===== config.mk =====
export PLATFORM = sky130hd
export DESIGN_NAME = tsat_timer
export DESIGN_NICKNAME = d
export VERILOG_FILES = /design/src/tsat_pkg.sv /design/src/tsat_sync.sv /design/src/tsat_timer.sv
export SDC_FILE = /design/constraint.sdc
export NUM_CORES = 1
export LEC_CHECK = 0
export BUFFER_PORTS_ARGS = -buffer_cell sky130_fd_sc_hd__buf_2
export CAP_MARGIN = 25
export CORE_MARGIN = 2
export CORE_UTILIZATION = 36
export CTS_CLUSTER_SIZE = 25
export DETAILED_ROUTE_END_ITERATION = 10
export GPL_ROUTABILITY_DRIVEN = 0
export MAX_ROUTING_LAYER = met4
export PLACE_DENSITY = 0.51
export SETUP_SLACK_MARGIN = 0.3
export SLEW_MARGIN = 10
export SYNTH_ARGS = -nofsm -noshare
export SYNTH_HDL_FRONTEND = slang
export SYNTH_HIERARCHICAL = 1
export SYNTH_SLANG_ARGS = --single-unit

===== constraint.sdc =====
create_clock -name clock_in -period 2.4 [get_ports clock_in]
set_input_delay 0.6 -clock clock_in [delete_from_list [all_inputs] [get_ports clock_in]]
set_output_delay 0.6 -clock clock_in [all_outputs]
set_load 0.02 [all_outputs]

===== src/tsat_pkg.sv =====
// package for the sixteen-bit timer with wide access and trigger reset
package tsat_pkg;
	localparam int unsigned TSAT_ADDR_W = 3;
	localparam logic [2:0] TSAT_ADDR_FLAG = 3'h0;
	localparam logic [2:0] TSAT_ADDR_ENABLE = 3'h1;
	localparam logic [2:0] TSAT_ADDR_LOW = 3'h2;
	localparam logic [2:0] TSAT_ADDR_HIGH = 3'h3;
	localparam logic [2:0] TSAT_ADDR_CTRL = 3'h4;
	localparam logic [2:0] TSAT_ADDR_CMP_LOW = 3'h5;
	localparam logic [2:0] TSAT_ADDR_CMP_HIGH = 3'h6;
	localparam logic [2:0] TSAT_ADDR_CMP_MODE = 3'h7;
	// control and flag field positions
	localparam int unsigned TSAT_BIT_WIDE = 7;
	localparam int unsigned TSAT_BIT_PS_HI = 5;
	localparam int unsigned TSAT_BIT_PS_LO = 4;
	localparam int unsigned TSAT_BIT_OSC = 3;
	localparam int unsigned TSAT_BIT_SYNC_N = 2;
	localparam int unsigned TSAT_BIT_SRC = 1;
	localparam int unsigned TSAT_BIT_ON = 0;
	localparam int unsigned TSAT_BIT_OVF = 0;
	localparam logic [7:0] TSAT_CTRL_MASK = 8'hBF;
	localparam logic [7:0] TSAT_CTRL_RESET = 8'h00;
	localparam logic [7:0] TSAT_FLAG_RESET = 8'h00;
	localparam logic [7:0] TSAT_ENABLE_RESET = 8'h00;
	localparam logic [3:0] TSAT_MODE_SPECIAL = 4'hB;
	localparam logic [7:0] TSAT_BYTE_ZERO = 8'h00;
	localparam logic [15:0] TSAT_COUNT_ZERO = 16'h0000;
	localparam logic [15:0] TSAT_COUNT_MAX = 16'hFFFF;
	localparam logic [15:0] TSAT_COUNT_ONE = 16'h0001;
	localparam logic [2:0] TSAT_PRE_ZERO = 3'h0;
	localparam logic [2:0] TSAT_PRE_ONE = 3'h1;

	typedef struct packed {
		logic [TSAT_ADDR_W-1:0] addr;
		logic [7:0] wdata;
		logic wr;
		logic rd;
	} tsat_bus_t;

	typedef enum logic [1:0] {
		TSAT_SRC_INTERNAL = 2'b00,
		TSAT_SRC_SYNC_EXT = 2'b01,
		TSAT_SRC_ASYNC_EXT = 2'b11
	} tsat_src_t;
endpackage : tsat_pkg


===== src/tsat_sync.sv =====
// three-stage synchroniser for the external count pin
`timescale 1ns/1ps
module tsat_sync
	import tsat_pkg::*;
(
	// clock and reset
	input wire logic clock_in,
	input wire logic arst_n_in,
	// pin side
	input wire logic pin_in,
	// edge output
	output logic rise_out
);
	logic s1_r;
	logic s2_r;
	logic s3_r;
	logic level_r;

	always_ff @(posedge clock_in or negedge arst_n_in) begin
		if (!arst_n_in) begin
			s1_r <= 1'b0;
			s2_r <= 1'b0;
			s3_r <= 1'b0;
		end else begin
			s1_r <= pin_in;
			s2_r <= s1_r;
			s3_r <= s2_r;
		end
	end

	// level changes once stages two and three agree
	always_ff @(posedge clock_in or negedge arst_n_in) begin
		if (!arst_n_in) begin
			level_r <= 1'b0;
		end else if (s2_r == s3_r) begin
			level_r <= s3_r;
		end
	end

	assign rise_out = (s2_r == s3_r) && s3_r && !level_r;
endmodule : tsat_sync


===== src/tsat_timer.sv =====
// sixteen-bit timer with wide access buffer and compare trigger reset
`timescale 1ns/1ps
module tsat_timer
	import tsat_pkg::*;
(
	// clock and reset
	input wire logic clock_in,
	input wire logic arst_n_in,
	// register port
	input wire logic [TSAT_ADDR_W-1:0] addr_in,
	input wire logic [7:0] wdata_in,
	input wire logic wr_in,
	input wire logic rd_in,
	output logic [7:0] rdata_out,
	// external count pin
	input wire logic ext_clk_in,
	// converter
	input wire logic adc_enabled_in,
	output logic adc_start_out,
	// interrupt request toward the core
	output logic irq_out
);
	tsat_bus_t bus;
	logic [7:0] ctrl_r;
	logic [7:0] flag_r;
	logic [7:0] enable_r;
	logic [15:0] count_r;
	logic [15:0] count_nxt;
	logic [7:0] hbuf_r;
	logic [7:0] cmp_low_r;
	logic [7:0] cmp_high_r;
	logic [3:0] cmp_mode_r;
	logic [2:0] pre_r;
	logic [7:0] rdata_r;
	logic adc_start_r;
	logic ext_rise;
	logic tick;
	logic wrap;
	logic trig;
	logic trig_ok;
	logic wide;
	logic wr_low;
	logic wr_high;
	logic rd_low;
	tsat_src_t src;

	assign bus = '{addr: addr_in, wdata: wdata_in, wr: wr_in, rd: rd_in};

	function automatic logic hit(input tsat_bus_t b, input logic [2:0] a);
		hit = b.addr == a;
	endfunction : hit

	// prescale terminal value for ratio 1, 2, 4 or 8
	function automatic logic [2:0] pre_last(input logic [1:0] sel);
		pre_last = 3'((4'h1 << sel) - 4'h1);
	endfunction : pre_last

	tsat_sync u_sync (
		.clock_in(clock_in),
		.arst_n_in(arst_n_in),
		.pin_in(ext_clk_in),
		.rise_out(ext_rise)
	);

	assign wide = ctrl_r[TSAT_BIT_WIDE];
	assign wr_low = bus.wr && hit(bus, TSAT_ADDR_LOW);
	assign wr_high = bus.wr && hit(bus, TSAT_ADDR_HIGH);
	assign rd_low = bus.rd && hit(bus, TSAT_ADDR_LOW);

	always_comb begin
		if (!ctrl_r[TSAT_BIT_SRC]) begin
			src = TSAT_SRC_INTERNAL;
		end else if (!ctrl_r[TSAT_BIT_SYNC_N]) begin
			src = TSAT_SRC_SYNC_EXT;
		end else begin
			src = TSAT_SRC_ASYNC_EXT;
		end
	end

	// count enable before prescaling
	logic pre_in;
	always_comb begin
		unique case (src)
			TSAT_SRC_INTERNAL: pre_in = ctrl_r[TSAT_BIT_ON];
			TSAT_SRC_SYNC_EXT: pre_in = ctrl_r[TSAT_BIT_ON] && ext_rise;
			TSAT_SRC_ASYNC_EXT: pre_in = ctrl_r[TSAT_BIT_ON] && ext_rise;
			default: pre_in = 1'b0;
		endcase
	end

	assign tick = pre_in && (pre_r == pre_last({ctrl_r[TSAT_BIT_PS_HI], ctrl_r[TSAT_BIT_PS_LO]}));
	assign wrap = tick && (count_r == TSAT_COUNT_MAX);
	assign trig = (cmp_mode_r == TSAT_MODE_SPECIAL) && ({cmp_high_r, cmp_low_r} == count_r);
	assign trig_ok = trig && (src != TSAT_SRC_ASYNC_EXT);

	// prescaler
	always_ff @(posedge clock_in or negedge arst_n_in) begin
		if (!arst_n_in) begin
			pre_r <= TSAT_PRE_ZERO;
		end else if (wr_low) begin
			pre_r <= TSAT_PRE_ZERO;
		end else if (tick) begin
			pre_r <= TSAT_PRE_ZERO;
		end else if (pre_in) begin
			pre_r <= pre_r + TSAT_PRE_ONE;
		end
	end

	always_comb begin
		count_nxt = count_r;
		if (wr_low) begin
			count_nxt = wide ? {hbuf_r, bus.wdata} : {count_r[15:8], bus.wdata};
		end else if (wr_high && !wide) begin
			count_nxt = {bus.wdata, count_r[7:0]};
		end else if (trig_ok) begin
			count_nxt = TSAT_COUNT_ZERO;
		end else if (tick) begin
			count_nxt = count_r + TSAT_COUNT_ONE;
		end
	end

	// count has no reset: it keeps its value across the asynchronous reset, while the compare trigger reset clears it
	always_ff @(posedge clock_in) begin
		count_r <= count_nxt;
	end

	// high byte buffer, also without reset
	always_ff @(posedge clock_in) begin
		if (wide && rd_low) begin
			hbuf_r <= count_r[15:8];
		end else if (wide && wr_high) begin
			hbuf_r <= bus.wdata;
		end
	end

	// control and compare registers
	always_ff @(posedge clock_in or negedge arst_n_in) begin
		if (!arst_n_in) begin
			ctrl_r <= TSAT_CTRL_RESET;
			enable_r <= TSAT_ENABLE_RESET;
			cmp_low_r <= TSAT_BYTE_ZERO;
			cmp_high_r <= TSAT_BYTE_ZERO;
			cmp_mode_r <= TSAT_MODE_SPECIAL ^ TSAT_MODE_SPECIAL;
		end else if (bus.wr) begin
			if (hit(bus, TSAT_ADDR_CTRL)) begin
				ctrl_r <= bus.wdata & TSAT_CTRL_MASK;
			end
			if (hit(bus, TSAT_ADDR_ENABLE)) begin
				enable_r <= bus.wdata;
			end
			if (hit(bus, TSAT_ADDR_CMP_LOW)) begin
				cmp_low_r <= bus.wdata;
			end
			if (hit(bus, TSAT_ADDR_CMP_HIGH)) begin
				cmp_high_r <= bus.wdata;
			end
			if (hit(bus, TSAT_ADDR_CMP_MODE)) begin
				cmp_mode_r <= bus.wdata[3:0];
			end
		end
	end

	// overflow flag: set wins over software clear, trigger never sets it
	always_ff @(posedge clock_in or negedge arst_n_in) begin
		if (!arst_n_in) begin
			flag_r <= TSAT_FLAG_RESET;
		end else begin
			if (bus.wr && hit(bus, TSAT_ADDR_FLAG)) begin
				flag_r <= bus.wdata;
			end
			if (wrap && !wr_low && !(wr_high && !wide)) begin
				flag_r[TSAT_BIT_OVF] <= 1'b1;
			end
		end
	end

	assign irq_out = flag_r[TSAT_BIT_OVF] && enable_r[TSAT_BIT_OVF];

	// conversion start pulse
	always_ff @(posedge clock_in or negedge arst_n_in) begin
		if (!arst_n_in) begin
			adc_start_r <= 1'b0;
		end else begin
			adc_start_r <= trig_ok && !wr_low && !(wr_high && !wide) && adc_enabled_in && !adc_start_r;
		end
	end
	assign adc_start_out = adc_start_r;

	// read data, one cycle after the strobe
	always_ff @(posedge clock_in or negedge arst_n_in) begin
		if (!arst_n_in) begin
			rdata_r <= TSAT_BYTE_ZERO;
		end else if (bus.rd) begin
			unique case (bus.addr)
				TSAT_ADDR_FLAG: rdata_r <= flag_r;
				TSAT_ADDR_ENABLE: rdata_r <= enable_r;
				TSAT_ADDR_LOW: rdata_r <= count_r[7:0];
				TSAT_ADDR_HIGH: rdata_r <= wide ? hbuf_r : count_r[15:8];
				TSAT_ADDR_CTRL: rdata_r <= ctrl_r;
				TSAT_ADDR_CMP_LOW: rdata_r <= cmp_low_r;
				TSAT_ADDR_CMP_HIGH: rdata_r <= cmp_high_r;
				TSAT_ADDR_CMP_MODE: rdata_r <= {4'h0, cmp_mode_r};
			endcase
		end else begin
			rdata_r <= TSAT_BYTE_ZERO;
		end
	end
	assign rdata_out = rdata_r;

	// assertions
	a_trig_clears_count: assert property (@(posedge clock_in) disable iff (!arst_n_in)
		trig_ok && !wr_low && !wr_high |=> count_r == TSAT_COUNT_ZERO)
		else $error("trigger did not clear count");
	a_write_beats_trig: assert property (@(posedge clock_in) disable iff (!arst_n_in)
		wr_low && trig_ok && !wide |=> count_r[7:0] == $past(bus.wdata))
		else $error("write lost to trigger");
	a_low_read_copies: assert property (@(posedge clock_in) disable iff (!arst_n_in)
		rd_low && wide |=> hbuf_r == $past(count_r[15:8]))
		else $error("buffer not loaded on low read");
	a_wide_low_write: assert property (@(posedge clock_in) disable iff (!arst_n_in)
		wr_low && wide |=> count_r == {$past(hbuf_r), $past(bus.wdata)})
		else $error("wide write not atomic");
	a_high_write_buffered: assert property (@(posedge clock_in) disable iff (!arst_n_in)
		wr_high && wide && !trig_ok && !tick |=> count_r == $past(count_r))
		else $error("live high byte written in wide mode");
	a_high_keeps_pre: assert property (@(posedge clock_in) disable iff (!arst_n_in)
		wr_high && !pre_in |=> pre_r == $past(pre_r))
		else $error("high write touched prescaler");
	a_low_clears_pre: assert property (@(posedge clock_in) disable iff (!arst_n_in)
		wr_low |=> pre_r == TSAT_PRE_ZERO)
		else $error("low write kept prescaler");
	a_wrap_sets_flag: assert property (@(posedge clock_in) disable iff (!arst_n_in)
		wrap && !wr_low && !(wr_high && !wide) |=> flag_r[TSAT_BIT_OVF])
		else $error("wrap did not set flag");
	a_flag_sticky: assert property (@(posedge clock_in) disable iff (!arst_n_in)
		flag_r[TSAT_BIT_OVF] && !(bus.wr && hit(bus, TSAT_ADDR_FLAG)) |=> flag_r[TSAT_BIT_OVF])
		else $error("overflow flag dropped");
	a_flag_write: assert property (@(posedge clock_in) disable iff (!arst_n_in)
		bus.wr && hit(bus, TSAT_ADDR_FLAG) && !wrap |=> flag_r == $past(bus.wdata))
		else $error("flag write lost");
	a_irq_needs_enable: assert property (@(posedge clock_in) disable iff (!arst_n_in)
		!enable_r[TSAT_BIT_OVF] |-> !irq_out)
		else $error("request without enable");
	a_irq_from_flag: assert property (@(posedge clock_in) disable iff (!arst_n_in)
		flag_r[TSAT_BIT_OVF] && enable_r[TSAT_BIT_OVF] |-> irq_out)
		else $error("enabled flag gave no request");

	// trigger and conversion start
	a_async_no_trig: assert property (@(posedge clock_in) disable iff (!arst_n_in)
		src == TSAT_SRC_ASYNC_EXT |-> !trig_ok)
		else $error("trigger taken in asynchronous mode");
	a_trig_no_flag: assert property (@(posedge clock_in) disable iff (!arst_n_in)
		trig_ok && !wrap && !(bus.wr && hit(bus, TSAT_ADDR_FLAG)) && !flag_r[TSAT_BIT_OVF] |=> !flag_r[TSAT_BIT_OVF])
		else $error("trigger set the flag");
	a_trig_match: assert property (@(posedge clock_in) disable iff (!arst_n_in)
		trig |-> count_r == {cmp_high_r, cmp_low_r})
		else $error("trigger without period match");
	a_start_after_trig: assert property (@(posedge clock_in) disable iff (!arst_n_in)
		adc_start_out |-> $past(trig_ok) && $past(adc_enabled_in))
		else $error("start without trigger");
	a_start_needs_enable: assert property (@(posedge clock_in) disable iff (!arst_n_in)
		!adc_enabled_in |=> !adc_start_out)
		else $error("start while converter disabled");
	a_write_beats_start: assert property (@(posedge clock_in) disable iff (!arst_n_in)
		wr_low |=> !adc_start_out)
		else $error("start despite low write");

	// counting and prescaler
	a_count_steps_one: assert property (@(posedge clock_in) disable iff (!arst_n_in)
		tick && !trig_ok && !wr_low && !(wr_high && !wide) |=> count_r == $past(count_r) + TSAT_COUNT_ONE)
		else $error("count did not step by one");
	a_wrap_to_zero: assert property (@(posedge clock_in) disable iff (!arst_n_in)
		wrap && !trig_ok && !wr_low && !(wr_high && !wide) |=> count_r == TSAT_COUNT_ZERO)
		else $error("count did not wrap to zero");
	a_off_no_tick: assert property (@(posedge clock_in) disable iff (!arst_n_in)
		!ctrl_r[TSAT_BIT_ON] |-> !tick)
		else $error("tick while stopped");
	a_src_internal: assert property (@(posedge clock_in) disable iff (!arst_n_in)
		!ctrl_r[TSAT_BIT_SRC] |-> src == TSAT_SRC_INTERNAL)
		else $error("wrong clock source decode");
	a_pre_holds: assert property (@(posedge clock_in) disable iff (!arst_n_in)
		!pre_in && !wr_low |=> pre_r == $past(pre_r))
		else $error("prescaler moved without cause");
	a_pre_tick_zero: assert property (@(posedge clock_in) disable iff (!arst_n_in)
		tick && !wr_low |=> pre_r == TSAT_PRE_ZERO)
		else $error("prescaler not restarted on tick");

	// register access, and the single-cycle conversion start
	a_narrow_high_write: assert property (@(posedge clock_in) disable iff (!arst_n_in)
		wr_high && !wide |=> count_r[15:8] == $past(bus.wdata))
		else $error("narrow high write not live");
	a_wide_high_buffer: assert property (@(posedge clock_in) disable iff (!arst_n_in)
		wr_high && wide |=> hbuf_r == $past(bus.wdata))
		else $error("wide high write missed buffer");
	a_read_wide_high: assert property (@(posedge clock_in) disable iff (!arst_n_in)
		bus.rd && hit(bus, TSAT_ADDR_HIGH) && wide |=> rdata_out == $past(hbuf_r))
		else $error("wide high read not buffered");
	a_read_low_live: assert property (@(posedge clock_in) disable iff (!arst_n_in)
		bus.rd && hit(bus, TSAT_ADDR_LOW) |=> rdata_out == $past(count_r[7:0]))
		else $error("low read not live");
	a_read_ctrl: assert property (@(posedge clock_in) disable iff (!arst_n_in)
		bus.rd && hit(bus, TSAT_ADDR_CTRL) |=> rdata_out == $past(ctrl_r))
		else $error("control read wrong");
	a_rdata_idle: assert property (@(posedge clock_in) disable iff (!arst_n_in)
		!bus.rd |=> rdata_out == TSAT_BYTE_ZERO)
		else $error("read data not idle");
	a_ctrl_write: assert property (@(posedge clock_in) disable iff (!arst_n_in)
		bus.wr && hit(bus, TSAT_ADDR_CTRL) |=> ctrl_r == ($past(bus.wdata) & TSAT_CTRL_MASK))
		else $error("control write lost");
	a_ctrl_unused_zero: assert property (@(posedge clock_in) disable iff (!arst_n_in)
		1'b1 |-> (ctrl_r & ~TSAT_CTRL_MASK) == TSAT_BYTE_ZERO)
		else $error("unused control bit set");
	a_enable_write: assert property (@(posedge clock_in) disable iff (!arst_n_in)
		bus.wr && hit(bus, TSAT_ADDR_ENABLE) |=> enable_r == $past(bus.wdata))
		else $error("enable write lost");
	a_cmp_low_write: assert property (@(posedge clock_in) disable iff (!arst_n_in)
		bus.wr && hit(bus, TSAT_ADDR_CMP_LOW) |=> cmp_low_r == $past(bus.wdata))
		else $error("compare low write lost");
	a_cmp_high_write: assert property (@(posedge clock_in) disable iff (!arst_n_in)
		bus.wr && hit(bus, TSAT_ADDR_CMP_HIGH) |=> cmp_high_r == $past(bus.wdata))
		else $error("compare high write lost");
	a_cmp_mode_write: assert property (@(posedge clock_in) disable iff (!arst_n_in)
		bus.wr && hit(bus, TSAT_ADDR_CMP_MODE) |=> cmp_mode_r == $past(bus.wdata[3:0]))
		else $error("compare mode write lost");
	a_start_single: assert property (@(posedge clock_in) disable iff (!arst_n_in)
		adc_start_out |=> !adc_start_out)
		else $error("conversion start longer than one cycle");
	a_read_narrow_high: assert property (@(posedge clock_in) disable iff (!arst_n_in)
		bus.rd && hit(bus, TSAT_ADDR_HIGH) && !wide |=> rdata_out == $past(count_r[15:8]))
		else $error("narrow high read not live");
endmodule : tsat_timer

==> out/metrics.json <==
{
  "status": "complete, no violations",
  "reg2reg_setup_slack_ns": 0.33,
  "placeableCoreArea_um2": 12100,
  "max-vdd-ir-drop_v": 0.000291,
  "top_level_ports": 27,
  "clk_root_buffer_cell": "sky130_fd_sc_hd__clkbuf_16",
  "fp.dieH_um": 115,
  "p_per_area_nw_per_um2": 795,
  "hold_violations": 0,
  "dp_worst_setup_slack_ns": 0.126,
  "via_count_of_the_first_global_routing_pass": 3324,
  "worst_slack_ns": 0.326,
  "cts_max_level": 3,
  "numPortBuffers": 26,
  "synth_enable_flop_cells": 24,
  "clock-sinks": 83,
  "detail_route.vias_per_cell": 5.57,
  "post_synth_instance_area_um2": 4470,
  "cts_tree": "built",
  "total_number_of_vias": 3418,
  "synth-warning-count": 6,
  "p_sw_frac": 0.306,
  "first_iter_violations": 259,
  "p_switching_mw": 1.29,
  "yosysSeqAreaShare": 0.492,
  "globalRoute.totalOverflow": 0,
  "detailed_place_hpwl_um": 9380,
  "worst-endpoint-arrival_ns": 2.13,
  "tns_ns": 0,
  "grt_util_met3": 0.0300,
  "grt_antenna_before_repair": 0,
  "combinationalPowerShare": 0.205,
  "post_layout_instance_area_um2": 5310,
  "cp-end-kind": "register",
  "global_route.usage.met2": 0.295,
  "post_dp_cell_area_um2": 4920,
  "synthesis.instances": 395,
  "post_synth.cell_area_avg_um2": 11.3,
  "timing_worst_slew_pin_value_ns": 0.544,
  "clock_skew_ns": 0.00746,
  "min_period_over_period": 0.864,
  "filler_cell_count": 1180,
  "grt.total_usage": 0.214,
  "maxCapViolCount": 0,
  "cts.path.max_buffers": 2,
  "gr-usage-met1": 0.315,
  "fmaxAchievable_ghz": 0.482,
  "cell_internal_pwr_mw": 2.93,
  "grt_setup_unrepaired": "no",
  "avgRoutedWirePerCell_um": 21.1,
  "synth-async-reset-ratio": 0.711,
  "layout_min_cycle_time_ns": 2.07,
  "grt.busiest_layer": "met1",
  "timing.hold.worst.class": "in2async",
  "timing.reg2reg.worst_path_depth": 5,
  "multiInputGateArea_um2": 2170,
  "clk-insertion-delay-late_ns": 0.35,
  "final-setup-viol-count": 0,
  "die_w_um": 115,
  "final_antenna_net_count": 0,
  "power_leakage_nw": 2.13,
  "power.sequential.fraction": 0.452,
  "timing.rr.start": "pre_r[0]",
  "crit_path_max_fanout": 8,
  "cts-hold-fix-buffers": 0,
  "synth-seq-cells": 83,
  "die_area_um2": 13300,
  "final-seq-area_um2": 2200,
  "proportion_of_layout_cells_with_a_drive_suffix_above_1": 0.325,
  "crit_path_start_kind": "register",
  "n_antenna_cell": 0,
  "wire_length_of_the_first_global_routing_pass_um": 20200,
  "drt_drc_violations_left": 0,
  "pwr-share-clk": 0.343,
  "max_slew_margin": 0.636,
  "reg2reg_end": "count_r[12]",
  "num_rows": 40,
  "crit_type": "reg2reg",
  "synth.lib_cells_used.distinct": 57,
  "dominantRegCellSynth": "sky130_fd_sc_hd__dfrtp_1",
  "first_pass_iters": 4,
  "grt_start_max_net_pins": 60,
  "report.final.slew_viol_count": 0,
  "initial_cell_density_of_the_core": 0.370,
  "critPathRequiredTime_ns": 2.46,
  "wirelength_um": 13000,
  "finish.net_count": 461,
  "cts_buffers": 9,
  "synth_fp_nets": 415,
  "syn2layout_area_growth_pct": 18.8,
  "clk_transition_reported_paths_ns": 0.07
}
routing by layer:
layer  routed length (um)  part of all wire
met4                  344             0.027
met3                  701             0.054
met2                 5650              0.44
met1                 6270              0.48
met5                    0                 0
registers in the layout, indices dropped and copies added, names as in the netlist:
register        count
u_sync/s2_r         1
cmp_high_r          8
u_sync/s1_r         1
enable_r            8
flag_r              8
cmp_low_r           8
hbuf_r              8
count_r            16
u_sync/s3_r         1
rdata_out           8
u_sync/level_r      1
cmp_mode_r          4
pre_r               3
adc_start_out       1
ctrl_r              7
power by group through the flow:
stage | clock (mW) | combinational (mW) | sequential, mW
after CTS | 1.47 | 0.813 | 1.90
after global placement | 0 | 0.800 | 1.92
final | 1.45 | 0.866 | 1.91
after detailed placement | 0 | 0.811 | 1.93
after floorplan | 0 | 0.549 | 1.87
after global routing | 1.53 | 0.949 | 1.94
layout by cell type (no fill, tap or decap), drive strengths merged, types with 2 or more instances in the layout:
cell / count
nand3: 16
and4: 2
dfrtp: 59
ha: 3
o31ai: 8
clkinv: 2
and3: 3
inv: 12
o21a: 2
nor2: 15
xnor2: 7
nand2: 30
a21oi: 13
o21ai: 34
o22a: 2
nand4b: 2
nor3: 5
nor3b: 2
o22ai: 4
a221o: 2
a221oi: 2
edfxtp: 24
clkbuf: 9
buf: 58
nor4: 4
o221ai: 2
nand2b: 4
nor2b: 5
o2111ai: 2
and2: 2
mux2i: 13
xor2: 23
nand4: 5
mux2: 50
a22oi: 10
cells by family (layout without fill, tap and decap cells):
group                    Yosys count  count (layout)  synth area share
buffers and inverters             31              82            0.0330
adder cells (fa/ha/maj)            3               3           0.00840
flip-flops                        83              83             0.492
multiplexers                      64              64             0.161
AND/OR/NAND/NOR                   98              98             0.123
XOR/XNOR                          30              30            0.0588
AO/OA/AOI/OAI                     86              86             0.124
critical path, stage by stage (launching register included):
cell and delay [ns]:
sky130_fd_sc_hd__dfrtp_1 0.45, sky130_fd_sc_hd__or4_1 0.51, sky130_fd_sc_hd__a21oi_2 0.20, sky130_fd_sc_hd__a31oi_2 0.08, sky130_fd_sc_hd__o21ai_1 0.28, sky130_fd_sc_hd__o22a_4 0.25
through the flow:
step | hold WS, ns | std cells | util | total power, mW
2_1_floorplan | 0.304 | 395 | - | 2.42
3_3_place_gp | 0.334 | 593 | 0.408 | 2.72
3_5_place_dp | 0.335 | 593 | 0.408 | 2.74
4_1_cts | 0.265 | 609 | 0.434 | 4.19
5_1_grt | 0.274 | 614 | 0.440 | 4.42
6_report | 0.251 | 614 | 0.440 | 4.22
cell usage after synthesis (all sizes together), types with 3 or more instances:
| cell | number | area, um2 |
|---|---|---|
| xnor2 | 7 | 61.3 |
| mux2i | 13 | 130 |
| ha | 3 | 37.5 |
| o22ai | 4 | 25.0 |
| nor2b | 5 | 31.3 |
| edfxtp | 24 | 721 |
| a21oi | 13 | 65.1 |
| o21ai | 34 | 174 |
| nand4 | 5 | 37.5 |
| mux2 | 50 | 567 |
| xor2 | 23 | 201 |
| dfrtp | 59 | 1480 |
| clkbuf | 5 | 18.8 |
| nand2 | 30 | 113 |
| nand2b | 4 | 27.5 |
| nor3 | 5 | 47.5 |
| o31ai | 8 | 60.1 |
| inv | 8 | 30.0 |
| a22oi | 10 | 75.1 |
| and3 | 3 | 18.8 |
| nor4 | 4 | 37.5 |
| buf | 18 | 98.8 |
| nor2 | 15 | 58.8 |
| nand3 | 16 | 90.1 |
final cells by class:
class	instances	area share
clock inverter	7	0.0156
clock buffer	9	0.0424
sequential	83	0.414
multi-input combinational	281	0.408
inverter	8	0.00566
timing repair buffer	58	0.0745
tap	168	0.0396
worst max-delay path by stage:
stage | start | end | cells after the start
after floorplan | wr_in | count_r[10] | 6
after global placement | addr_in[2] | count_r[15] | 6
after detailed placement | addr_in[2] | count_r[14] | 6
after CTS | ctrl_r[5] | count_r[2] | 6
after global routing | pre_r[0] | count_r[14] | 5
final | pre_r[0] | count_r[12] | 5
what timing repair did:
item                                    CTS  global route
buffers inserted                          0             5
gates resized for setup                   0             9
hold endpoints to repair                  0             0
pin swaps                                 0             1
endpoints found under the setup margin   16            16
gates cloned                              0             0
Power figures use the tool's default switching activity.
